--- config.mk ---
export PLATFORM = sky130hd
export DESIGN_NAME = rtc_indirect_port
export DESIGN_NICKNAME = d
export VERILOG_FILES = /design/src/pkg/rtc_pkg.sv /design/src/hw/rtc_indirect_port.sv
export SDC_FILE = /design/constraint.sdc
export NUM_CORES = 1
export LEC_CHECK = 0
export BUFFER_PORTS_ARGS = -buffer_cell sky130_fd_sc_hd__buf_2
export CORE_MARGIN = 5
export CORE_UTILIZATION = 42
export CTS_CLUSTER_SIZE = 25
export DETAILED_ROUTE_END_ITERATION = 12
export HOLD_SLACK_MARGIN = 0.12
export PLACE_DENSITY_LB_ADDON = 0.08
export SYNTH_ARGS = -nofsm -noshare
export SYNTH_HDL_FRONTEND = slang
export SYNTH_SLANG_ARGS = --single-unit
--- constraint.sdc ---
create_clock -name clk_in -period 5.4 [get_ports clk_in]
set_clock_uncertainty 0.1 [all_clocks]
set_input_delay 0 -clock clk_in [delete_from_list [all_inputs] [get_ports clk_in]]
set_output_delay 0 -clock clk_in [all_outputs]
set_load 0.02 [all_outputs]
--- src/pkg/rtc_pkg.sv ---
// Operation
// [RQ1] Address register bit 7 shows busy; writing 1 starts an indirect read.
// [RQ2] Address register bit 6 enables auto-read.
// [RQ3] Address register bit 5 reads zero; writes to it are ignored.
// [RQ4] Address register bit 4 enables the short access strobe.
// [RQ5] Address register bits 3:0 select the internal register targeted.
// [RQ6] Address field increments after each capture or alarm byte access.
// [RQ7] Data register holds the last byte transferred; resets to zero.
// [RQ8] Software avoids read-modify-write on the data register.
// [RQ9] Clock core runs from its own timebase, not the system clock.
// [RQ10] Crystal mode runs 32.768 kHz; self-oscillate spans 10 to 40 kHz.
// [RQ11] Crystal start: mode, gain off, bias double, load cap, then power.
// [RQ12] Software waits 20 ms, polls clock valid, then load-cap ready.
// [RQ13] When stable: gain on, bias double off, detector on, wait, clear wake flags.
// [RQ14] CMOS clock: lowest bias, gain off; fail flag checked 2 ms later.
// [RQ15] Self-oscillate: crystal mode cleared; bias double picks 20 or 40 kHz.
// [RQ16] Pin short control ties the two oscillator pins together internally.
// [RQ17] Software may trim self-oscillate frequency through load cap setting.
// [RQ18] Data register write starts an indirect write of that byte.
// [RQ19] With auto-read, each data register read starts the next indirect read.
// [RQ20] Access takes 7 clocks, or 6 with the short strobe.
// [RQ21] Busy stays set for the whole transfer, then clears itself.
package rtc_pkg;
	localparam logic [7:0] SFR_ADDR_CTRL  = 8'hAC;
	localparam logic [7:0] SFR_ADDR_DATA  = 8'hAD;
	localparam int         BUSY_BIT       = 7;
	localparam int         AUTO_BIT       = 6;
	localparam int         SHORT_BIT      = 4;
	localparam logic       AUTO_RESET     = 1'h0;
	localparam logic       SHORT_RESET    = 1'h1;
	localparam logic [3:0] ADDR_RESET     = 4'h0;
	localparam logic [7:0] DATA_RESET     = 8'h00;
	localparam logic [7:0] INT_RESET      = 8'h00;
	localparam logic [2:0] ACC_LONG_CYC   = 3'h7;
	localparam logic [2:0] ACC_SHORT_CYC  = 3'h6;
	localparam logic [3:0] IA_CAPTURE0    = 4'h0;
	localparam logic [3:0] IA_CAPTURE3    = 4'h3;
	localparam logic [3:0] IA_CTRL        = 4'h4;
	localparam logic [3:0] IA_OSC_CTRL    = 4'h5;
	localparam logic [3:0] IA_LOAD_CAP    = 4'h6;
	localparam logic [3:0] IA_PIN_SHORT   = 4'h7;
	localparam logic [3:0] IA_ALARM0      = 4'h8;
	localparam logic [3:0] IA_ALARM3      = 4'hB;
	localparam int         CTRL_CAPTURE   = 0;
	localparam int         CTRL_LOAD      = 1;
	localparam int         CTRL_LFO       = 2;
	localparam int         CTRL_POWER     = 7;
	localparam int         OSC_GAIN       = 7;
	localparam int         OSC_CRYSTAL_MODE_SELECT      = 6;
	localparam int         OSC_BIAS2      = 5;
	localparam int         OSC_VALID      = 4;
	localparam int         OSC_FAIL       = 2;
	localparam int         LOAD_READY     = 6;
	localparam int         PIN_SHORT      = 0;
	typedef struct packed {
		logic [7:0] addr;
		logic       wr;
		logic       rd;
		logic [7:0] wdata;
	} sfr_req_s;
	typedef struct packed {
		logic       crystal_mode_select;
		logic       gain_control_enable;
		logic       bias_double_enable;
		logic [3:0] load_cap_config;
		logic       oscillator_power_enable;
		logic       pin_short_control;
		logic       low_freq_oscillator;
	} osc_ctrl_s;
endpackage

--- src/hw/rtc_indirect_port.sv ---
`timescale 1ns/1ps
module rtc_indirect_port (
	input  wire logic              clk_in,
	input  wire logic              reset_n_in,
	input  wire rtc_pkg::sfr_req_s sfr_in,
	input  wire logic              timebase_tick_in,
	input  wire logic              clock_valid_flag_in,
	input  wire logic              load_cap_ready_flag_in,
	input  wire logic              oscillator_fail_flag_in,
	output logic [7:0]             sfr_rdata_out,
	output rtc_pkg::osc_ctrl_s     osc_ctrl_out,
	output logic                   busy_out,
	output logic                   alarm_hit_out
);
	logic        busy;
	logic [2:0]  cnt;
	logic        is_wr;
	logic        auto_rd;
	logic        short_en;
	logic [3:0]  addr;
	logic [7:0]  data;
	logic [7:0]  ctrl;
	logic [7:0]  osc;
	logic [7:0]  load_cap;
	logic [7:0]  pin;
	logic [31:0] timer;
	logic [7:0]  capture [4];
	logic [7:0]  alarm [4];
	logic [7:0]  rd_mux;
	logic        wr_ctrl;
	logic        rd_ctrl;
	logic        wr_data;
	logic        rd_data;
	logic        start_rd;
	logic        start_wr;
	logic        done;
	logic        short_sel;

	function automatic logic is_multi(input logic [3:0] a);
		is_multi = (a <= rtc_pkg::IA_CAPTURE3) ||
			(a >= rtc_pkg::IA_ALARM0 && a <= rtc_pkg::IA_ALARM3);
	endfunction

	assign wr_ctrl = sfr_in.wr && sfr_in.addr == rtc_pkg::SFR_ADDR_CTRL;
	assign rd_ctrl = sfr_in.rd && sfr_in.addr == rtc_pkg::SFR_ADDR_CTRL;
	assign wr_data = sfr_in.wr && sfr_in.addr == rtc_pkg::SFR_ADDR_DATA;
	assign rd_data = sfr_in.rd && sfr_in.addr == rtc_pkg::SFR_ADDR_DATA;
	// Requests while busy are dropped so a transfer never sees its target move
	assign start_rd = !busy && ((wr_ctrl && sfr_in.wdata[rtc_pkg::BUSY_BIT]) || // RQ1
		(rd_data && auto_rd)); // RQ19
	assign start_wr = !busy && wr_data; // RQ18
	assign done = busy && cnt == 3'h0;
	// A control write that starts a read also sets the strobe length it runs with
	assign short_sel = wr_ctrl ? sfr_in.wdata[rtc_pkg::SHORT_BIT] : short_en;
	assign busy_out = busy;

	// Transfer timer
	always_ff @(posedge clk_in or negedge reset_n_in) begin
		if (!reset_n_in) begin
			busy <= 1'b0;
			cnt <= 3'h0;
			is_wr <= 1'b0;
		end else if (busy) begin
			if (cnt == 3'h0) begin
				busy <= 1'b0; // RQ21
			end else begin
				cnt <= cnt - 3'h1;
			end
		end else if (start_rd || start_wr) begin
			busy <= 1'b1; // RQ21
			is_wr <= start_wr;
			cnt <= short_sel ? rtc_pkg::ACC_SHORT_CYC - 3'h1 : rtc_pkg::ACC_LONG_CYC - 3'h1; // RQ20
		end
	end

	// Address and mode fields
	always_ff @(posedge clk_in or negedge reset_n_in) begin
		if (!reset_n_in) begin
			auto_rd <= rtc_pkg::AUTO_RESET;
			short_en <= rtc_pkg::SHORT_RESET;
			addr <= rtc_pkg::ADDR_RESET;
		end else if (wr_ctrl && !busy) begin
			auto_rd <= sfr_in.wdata[rtc_pkg::AUTO_BIT]; // RQ2
			short_en <= sfr_in.wdata[rtc_pkg::SHORT_BIT]; // RQ4
			addr <= sfr_in.wdata[3:0]; // RQ5
		end else if (done && is_multi(addr)) begin
			addr <= addr + 4'h1; // RQ6
		end
	end

	// Data register
	always_ff @(posedge clk_in or negedge reset_n_in) begin
		if (!reset_n_in) begin
			data <= rtc_pkg::DATA_RESET; // RQ7
		end else if (start_wr) begin
			data <= sfr_in.wdata; // RQ7
		end else if (done && !is_wr) begin
			data <= rd_mux; // RQ7
		end
	end

	// Bus read data
	always_ff @(posedge clk_in or negedge reset_n_in) begin
		if (!reset_n_in) begin
			sfr_rdata_out <= 8'h00;
		end else if (rd_ctrl) begin
			sfr_rdata_out <= {busy, auto_rd, 1'b0, short_en, addr}; // RQ1 RQ3
		end else if (rd_data) begin
			sfr_rdata_out <= data;
		end
	end

	// Internal register read, live status merged in
	always_comb begin
		rd_mux = 8'h00;
		if (addr <= rtc_pkg::IA_CAPTURE3) begin
			rd_mux = capture[addr[1:0]];
		end else if (addr == rtc_pkg::IA_CTRL) begin
			rd_mux = ctrl;
		end else if (addr == rtc_pkg::IA_OSC_CTRL) begin
			rd_mux = osc;
			rd_mux[rtc_pkg::OSC_VALID] = clock_valid_flag_in;
			rd_mux[rtc_pkg::OSC_FAIL] = oscillator_fail_flag_in; // RQ14
		end else if (addr == rtc_pkg::IA_LOAD_CAP) begin
			rd_mux = load_cap;
			rd_mux[rtc_pkg::LOAD_READY] = load_cap_ready_flag_in;
		end else if (addr == rtc_pkg::IA_PIN_SHORT) begin
			rd_mux = pin;
		end else if (addr >= rtc_pkg::IA_ALARM0 && addr <= rtc_pkg::IA_ALARM3) begin
			rd_mux = alarm[addr[1:0]];
		end
	end

	// Oscillator setup registers
	always_ff @(posedge clk_in or negedge reset_n_in) begin
		if (!reset_n_in) begin
			ctrl <= rtc_pkg::INT_RESET;
			osc <= rtc_pkg::INT_RESET;
			load_cap <= rtc_pkg::INT_RESET;
			pin <= rtc_pkg::INT_RESET;
		end else if (done && is_wr) begin
			if (addr == rtc_pkg::IA_CTRL) begin
				// Capture and load are commands, never stored
				ctrl <= data & 8'hFC;
			end else if (addr == rtc_pkg::IA_OSC_CTRL) begin
				osc <= data & 8'hE0; // RQ15
			end else if (addr == rtc_pkg::IA_LOAD_CAP) begin
				load_cap <= data & 8'h0F;
			end else if (addr == rtc_pkg::IA_PIN_SHORT) begin
				pin <= data & 8'h01; // RQ16
			end
		end
	end

	assign osc_ctrl_out.crystal_mode_select = osc[rtc_pkg::OSC_CRYSTAL_MODE_SELECT]; // RQ10
	assign osc_ctrl_out.gain_control_enable = osc[rtc_pkg::OSC_GAIN];
	assign osc_ctrl_out.bias_double_enable = osc[rtc_pkg::OSC_BIAS2]; // RQ15
	assign osc_ctrl_out.load_cap_config = load_cap[3:0];
	assign osc_ctrl_out.oscillator_power_enable = ctrl[rtc_pkg::CTRL_POWER];
	assign osc_ctrl_out.pin_short_control = pin[rtc_pkg::PIN_SHORT]; // RQ16
	assign osc_ctrl_out.low_freq_oscillator = ctrl[rtc_pkg::CTRL_LFO];

	// Timer advances only on the timebase tick, never on the bus clock
	always_ff @(posedge clk_in or negedge reset_n_in) begin
		if (!reset_n_in) begin
			timer <= 32'h0000_0000;
		end else if (done && is_wr && addr == rtc_pkg::IA_CTRL && data[rtc_pkg::CTRL_LOAD]) begin
			timer <= {capture[3], capture[2], capture[1], capture[0]};
		end else if (timebase_tick_in && ctrl[rtc_pkg::CTRL_POWER]) begin
			// Slow oscillator steps by two to keep crystal rate
			timer <= timer + (ctrl[rtc_pkg::CTRL_LFO] ? 32'h2 : 32'h1); // RQ9
		end
	end

	// Capture and alarm bytes
	always_ff @(posedge clk_in or negedge reset_n_in) begin
		if (!reset_n_in) begin
			for (int i = 0; i < 4; i++) begin
				capture[i] <= rtc_pkg::INT_RESET;
				alarm[i] <= rtc_pkg::INT_RESET;
			end
		end else if (done && is_wr) begin
			if (addr <= rtc_pkg::IA_CAPTURE3) begin
				capture[addr[1:0]] <= data;
			end else if (addr >= rtc_pkg::IA_ALARM0 && addr <= rtc_pkg::IA_ALARM3) begin
				alarm[addr[1:0]] <= data;
			end else if (addr == rtc_pkg::IA_CTRL && data[rtc_pkg::CTRL_CAPTURE]) begin
				for (int i = 0; i < 4; i++) begin
					capture[i] <= timer[8*i +: 8];
				end
			end
		end
	end

	always_ff @(posedge clk_in or negedge reset_n_in) begin
		if (!reset_n_in) begin
			alarm_hit_out <= 1'b0;
		end else begin
			alarm_hit_out <= ctrl[rtc_pkg::CTRL_POWER] &&
				timer == {alarm[3], alarm[2], alarm[1], alarm[0]};
		end
	end

	property p_busy_short;
		@(posedge clk_in) disable iff (!reset_n_in)
		$rose(busy) && short_en |-> busy [*6] ##1 !busy;
	endproperty
	a_busy_short: assert property (p_busy_short) else $error("short access not 6 cycles"); // RQ20

	property p_busy_long;
		@(posedge clk_in) disable iff (!reset_n_in)
		$rose(busy) && !short_en |-> busy [*7] ##1 !busy;
	endproperty
	a_busy_long: assert property (p_busy_long) else $error("long access not 7 cycles"); // RQ21

	property p_read_start;
		@(posedge clk_in) disable iff (!reset_n_in)
		wr_ctrl && !busy && sfr_in.wdata[7] |=> busy && !is_wr;
	endproperty
	a_read_start: assert property (p_read_start) else $error("busy write did not start read"); // RQ1

	property p_bit5_zero;
		@(posedge clk_in) disable iff (!reset_n_in)
		rd_ctrl |=> sfr_rdata_out[5] == 1'b0 && sfr_rdata_out[7] == $past(busy);
	endproperty
	a_bit5_zero: assert property (p_bit5_zero) else $error("control readback wrong"); // RQ3

	property p_fields;
		@(posedge clk_in) disable iff (!reset_n_in)
		wr_ctrl && !busy |=> addr == $past(sfr_in.wdata[3:0]) &&
			auto_rd == $past(sfr_in.wdata[6]) && short_en == $past(sfr_in.wdata[4]);
	endproperty
	a_fields: assert property (p_fields) else $error("control fields not stored"); // RQ5

	property p_write_start;
		@(posedge clk_in) disable iff (!reset_n_in)
		wr_data && !busy |=> busy && is_wr && data == $past(sfr_in.wdata);
	endproperty
	a_write_start: assert property (p_write_start) else $error("data write did not start"); // RQ18

	property p_autoread;
		@(posedge clk_in) disable iff (!reset_n_in)
		rd_data && auto_rd && !busy |=> busy && !is_wr;
	endproperty
	a_autoread: assert property (p_autoread) else $error("auto-read not started"); // RQ19

	property p_incr;
		@(posedge clk_in) disable iff (!reset_n_in)
		done && is_multi(addr) |=> addr == $past(addr) + 4'h1;
	endproperty
	a_incr: assert property (p_incr) else $error("address did not increment"); // RQ6

	property p_read_data;
		@(posedge clk_in) disable iff (!reset_n_in)
		done && !is_wr |=> data == $past(rd_mux);
	endproperty
	a_read_data: assert property (p_read_data) else $error("read byte not captured"); // RQ7

	property p_busy_clear;
		@(posedge clk_in) disable iff (!reset_n_in)
		done |=> !busy;
	endproperty
	a_busy_clear: assert property (p_busy_clear) else $error("busy did not clear at end of access"); // RQ21

	property p_ctrl_refused;
		@(posedge clk_in) disable iff (!reset_n_in)
		wr_ctrl && busy && !done |=> $stable(addr) && $stable(auto_rd) && $stable(short_en);
	endproperty
	a_ctrl_refused: assert property (p_ctrl_refused) else $error("control write taken while busy"); // RQ5

	property p_data_refused;
		@(posedge clk_in) disable iff (!reset_n_in)
		wr_data && busy && !done |=> $stable(data) && busy;
	endproperty
	a_data_refused: assert property (p_data_refused) else $error("data write taken while busy"); // RQ18

	property p_no_incr;
		@(posedge clk_in) disable iff (!reset_n_in)
		done && !is_multi(addr) |=> $stable(addr);
	endproperty
	a_no_incr: assert property (p_no_incr) else $error("address moved on a single register"); // RQ6

	property p_auto_off;
		@(posedge clk_in) disable iff (!reset_n_in)
		rd_data && !auto_rd && !busy |=> !busy;
	endproperty
	a_auto_off: assert property (p_auto_off) else $error("read started with auto-read off"); // RQ2

	property p_rdata_data;
		@(posedge clk_in) disable iff (!reset_n_in)
		rd_data |=> sfr_rdata_out == $past(data);
	endproperty
	a_rdata_data: assert property (p_rdata_data) else $error("data register readback wrong"); // RQ7

	property p_osc_write;
		@(posedge clk_in) disable iff (!reset_n_in)
		done && is_wr && addr == rtc_pkg::IA_OSC_CTRL |=> osc == ($past(data) & 8'hE0);
	endproperty
	a_osc_write: assert property (p_osc_write) else $error("oscillator control not stored"); // RQ15

	property p_pin_write;
		@(posedge clk_in) disable iff (!reset_n_in)
		done && is_wr && addr == rtc_pkg::IA_PIN_SHORT |=> pin == ($past(data) & 8'h01);
	endproperty
	a_pin_write: assert property (p_pin_write) else $error("pin short not stored"); // RQ16

	property p_timer_hold;
		@(posedge clk_in) disable iff (!reset_n_in)
		!timebase_tick_in && !(done && is_wr) |=> $stable(timer);
	endproperty
	a_timer_hold: assert property (p_timer_hold) else $error("timer moved without a tick"); // RQ9
endmodule

==> reports/results.ini <==
[drt]
vias_per_cell = 5.86
drcViolationCount = 0
drt_first_pass_iters = 5
num_vias = 5985
first_iter_violations = 507
routed_wl_um = 23300
drtAntennaViolNets = 0
wire_per_inst_um = 22.8

[die]
core_area_um2 = 17800
start_util_pct = 42.4
die_y_um = 144
num_rows = 49
io_pins = 44
dieArea_um2 = 20800
die_width_um = 144

[place]
hpwl_um = 16200
preCtsSetupSlack_ps = 2110
place_area_um2 = 7850
place_congestion = 0.903
place_inst = 965
numPortBuffers = 43

[global_route]
grt_max_degree = 75
grt_pass1_wl_um = 35700
grt_usage_pct = 23.3
grt_overflow_total = 0
antenna_found_initial = 0
grt_pass1_vias = 5796

[final_layout]
layout_commonest_cell = dfrtp_1
area_growth_pct = 15.4
n_antenna_cell = 0
finalNonFillerCells = 1021
drive_gt1_share_pct = 20.6
nets = 813
fin_area_um2 = 8720
final_cell_mix = 137 x dfrtp_1, 86 x nand2_1, 57 x nor2_1, 47 x mux2_2
fill_cells = 1632

[worst_hold_path]
hp-start = sfr_in[8]
min_path_type = in2reg

[cts]
clk-insertion-delay-late_ps = 430
cts_root_buffer = clkbuf_16
cts_setup_buffers = 0
cts.path.max_buffers = 2
numCtsBuffers = 17
htree_num_levels = 4
cts_tree = done
cts_resized = 0
clkSlewWorstSetupHoldPaths_ps = 60
clock-sinks = 138

[critical_path]
arrival_ps = 3620
setup.worst_path.end_class = flop
critical_path.startpoint_type = flop
path_class = reg2reg
r2r-start = addr[1]
required_ps = 5650
critPathLaunch = addr[1]
crit_fanout = 36

[yosys]
mappedNetlistArea_um2 = 7560
ys_async_sr_fraction_pct = 100
syn-num-nets = 775
synth.distinct_cells = 60
synth_cells = 741
synth_warnings = 0
ys_ff_latch = 138
syn_area_per_cell_um2 = 10.2
synth-main-ff-cell = dfrtp_1
synth_edf_count = 0
ys_seq_area_share_pct = 45.7

[sta]
report.final.slew_viol_count = 0
rsz0062_at_grt = no
setup_tns_ps = 0
fmax_mhz = 296
setup_violations = 0
relSlewSlack_pct = 38.7
min_period_over_period_pct = 62.5
setup_slack_ps = 2020
fin_crit_ps = 3380
finalHoldViolCount = 0
worstMarginPinSlew_ps = 919

[flow_run]
drv_cap = 0

[pwr]
power.density_nw_per_um2 = 284
netSwitchingFraction_pct = 25.2
seqPwrFrac_pct = 44.2
vdd_drop_max_v = 0.000238
power_frac_comb_pct = 6.6
p_int_mw = 1.85
p_total_mw = 2.48
p_leak_nw = 3.70
switchingPower_mw = 0.624
power_frac_clock_pct = 49.2

[run_status]
outcome = finished, final reports clean

## metal layers
metal  global-route usage, %  vias up  part of all wire, %
met5                       0        -                    0
met4                    10.6        0                  3.4
met3                    5.42       42                  7.1
met2                    33.4      220                   44
met1                    33.5     2994                   45
li1                        -     2729                    -
## final cells by class
type                            count  area, um2  area share (%)
Sequential cell                   138       3450            39.6
Inverter                           11       41.3           0.474
Clock buffer                       18        439            5.04
Clock inverter                     14        173            1.98
Tap cell                          229        287            3.29
Multi-Input combinational cell    538       3800            43.6
Timing Repair Buffer               73        524            6.01
## repair_timing
item,4_1_cts,5_1_grt
setup endpoints to repair,0,0
hold buffers,24,0
endpoints found under the hold margin,106,0
## cells in the mapped netlist (3+ instances only)
cell type | count | share of area (%)
a211oi_1 | 4 | 0.40
a21oi_1 | 42 | 2.8
a22oi_1 | 8 | 0.79
a31oi_1 | 3 | 0.25
and3_1 | 6 | 0.50
and4_1 | 3 | 0.35
buf_2 | 19 | 1.3
buf_4 | 4 | 0.40
buf_6 | 3 | 0.45
clkbuf_1 | 22 | 1.1
clkbuf_2 | 4 | 0.26
dfrtp_1 | 137 | 45
ha_1 | 9 | 1.5
inv_1 | 11 | 0.55
mux2_2 | 47 | 7.0
mux2i_1 | 16 | 2.1
mux4_2 | 13 | 3.9
nand2_1 | 86 | 4.3
nand2_2 | 4 | 0.33
nand3_1 | 16 | 1.1
nand3b_1 | 3 | 0.30
nand4_1 | 17 | 1.4
nor2_1 | 58 | 2.9
nor2b_1 | 7 | 0.58
nor3_1 | 4 | 0.26
nor4_1 | 6 | 0.50
o211ai_1 | 3 | 0.30
o21a_4 | 4 | 0.79
o21ai_0 | 42 | 2.8
o21ai_1 | 9 | 0.60
o22ai_1 | 33 | 2.7
o31ai_1 | 3 | 0.30
xnor2_1 | 39 | 4.5
xor2_1 | 23 | 2.7
## power by group through the flow
stage / clock (mW) / combinational (mW) / sequential, mW
floorplan: 0 / 0.104 / 1.08
global placement: 0 / 0.148 / 1.11
detailed placement: 0 / 0.149 / 1.11
CTS: 1.24 / 0.165 / 1.09
global route: 1.29 / 0.181 / 1.10
finish: 1.22 / 0.164 / 1.10
## kinds of logic (layout without fill, tap and decap cells)
kind of cell,Yosys count,in the layout,synth area share [%]
AND/OR/NAND/NOR,228,228,14.9
AO/OA/AOI/OAI,162,162,13.4
multiplexers,76,76,13.0
buffers and inverters,65,116,4.11
XOR/XNOR,62,62,7.19
flip-flops,138,138,45.7
adder cells (fa/ha/maj),10,10,1.76
## per-stage QoR
step / hold slack [ps] / utilization (%)
4_1_cts: 159 / 48.9
3_5_place_dp: -19.1 / 44.0
2_1_floorplan: -396 / -
6_report: 155 / 48.9
5_1_grt: 248 / 48.9
3_3_place_gp: -17.3 / 44.0
## flip-flops by register name, summed over array words and instances, names as in the netlist, 3 cells and up
name / cells
alarm: 32
capture: 32
timer: 32
data: 8
sfr_rdata_out: 8
ctrl: 6
addr: 4
load_cap: 4
cnt: 3
osc: 3
## worst max-delay path, stage by stage, from the launching register on
cell and delay, ps:
dfrtp_1 730, inv_1 280, ha_1 680, nand2_1 190, a2111oi_4 400, buf_4 440
o21a_4 260, nor2_1 60, a21oi_1 140
## worst paths after layout
check | slack (ps) | depth (start not counted) | end
max | 2020 | 8 | capture[4]
min | 150 | 4 | sfr_rdata_out[6]
max reg2reg | 2020 | 8 | capture[4]
min reg2reg | 380 | 2 | sfr_rdata_out[6]
max in group asynchronous | 3770 | 4 | alarm[12]
min in group asynchronous | 570 | 3 | short_en
No activity file was read; power rests on OpenSTA's default activity.
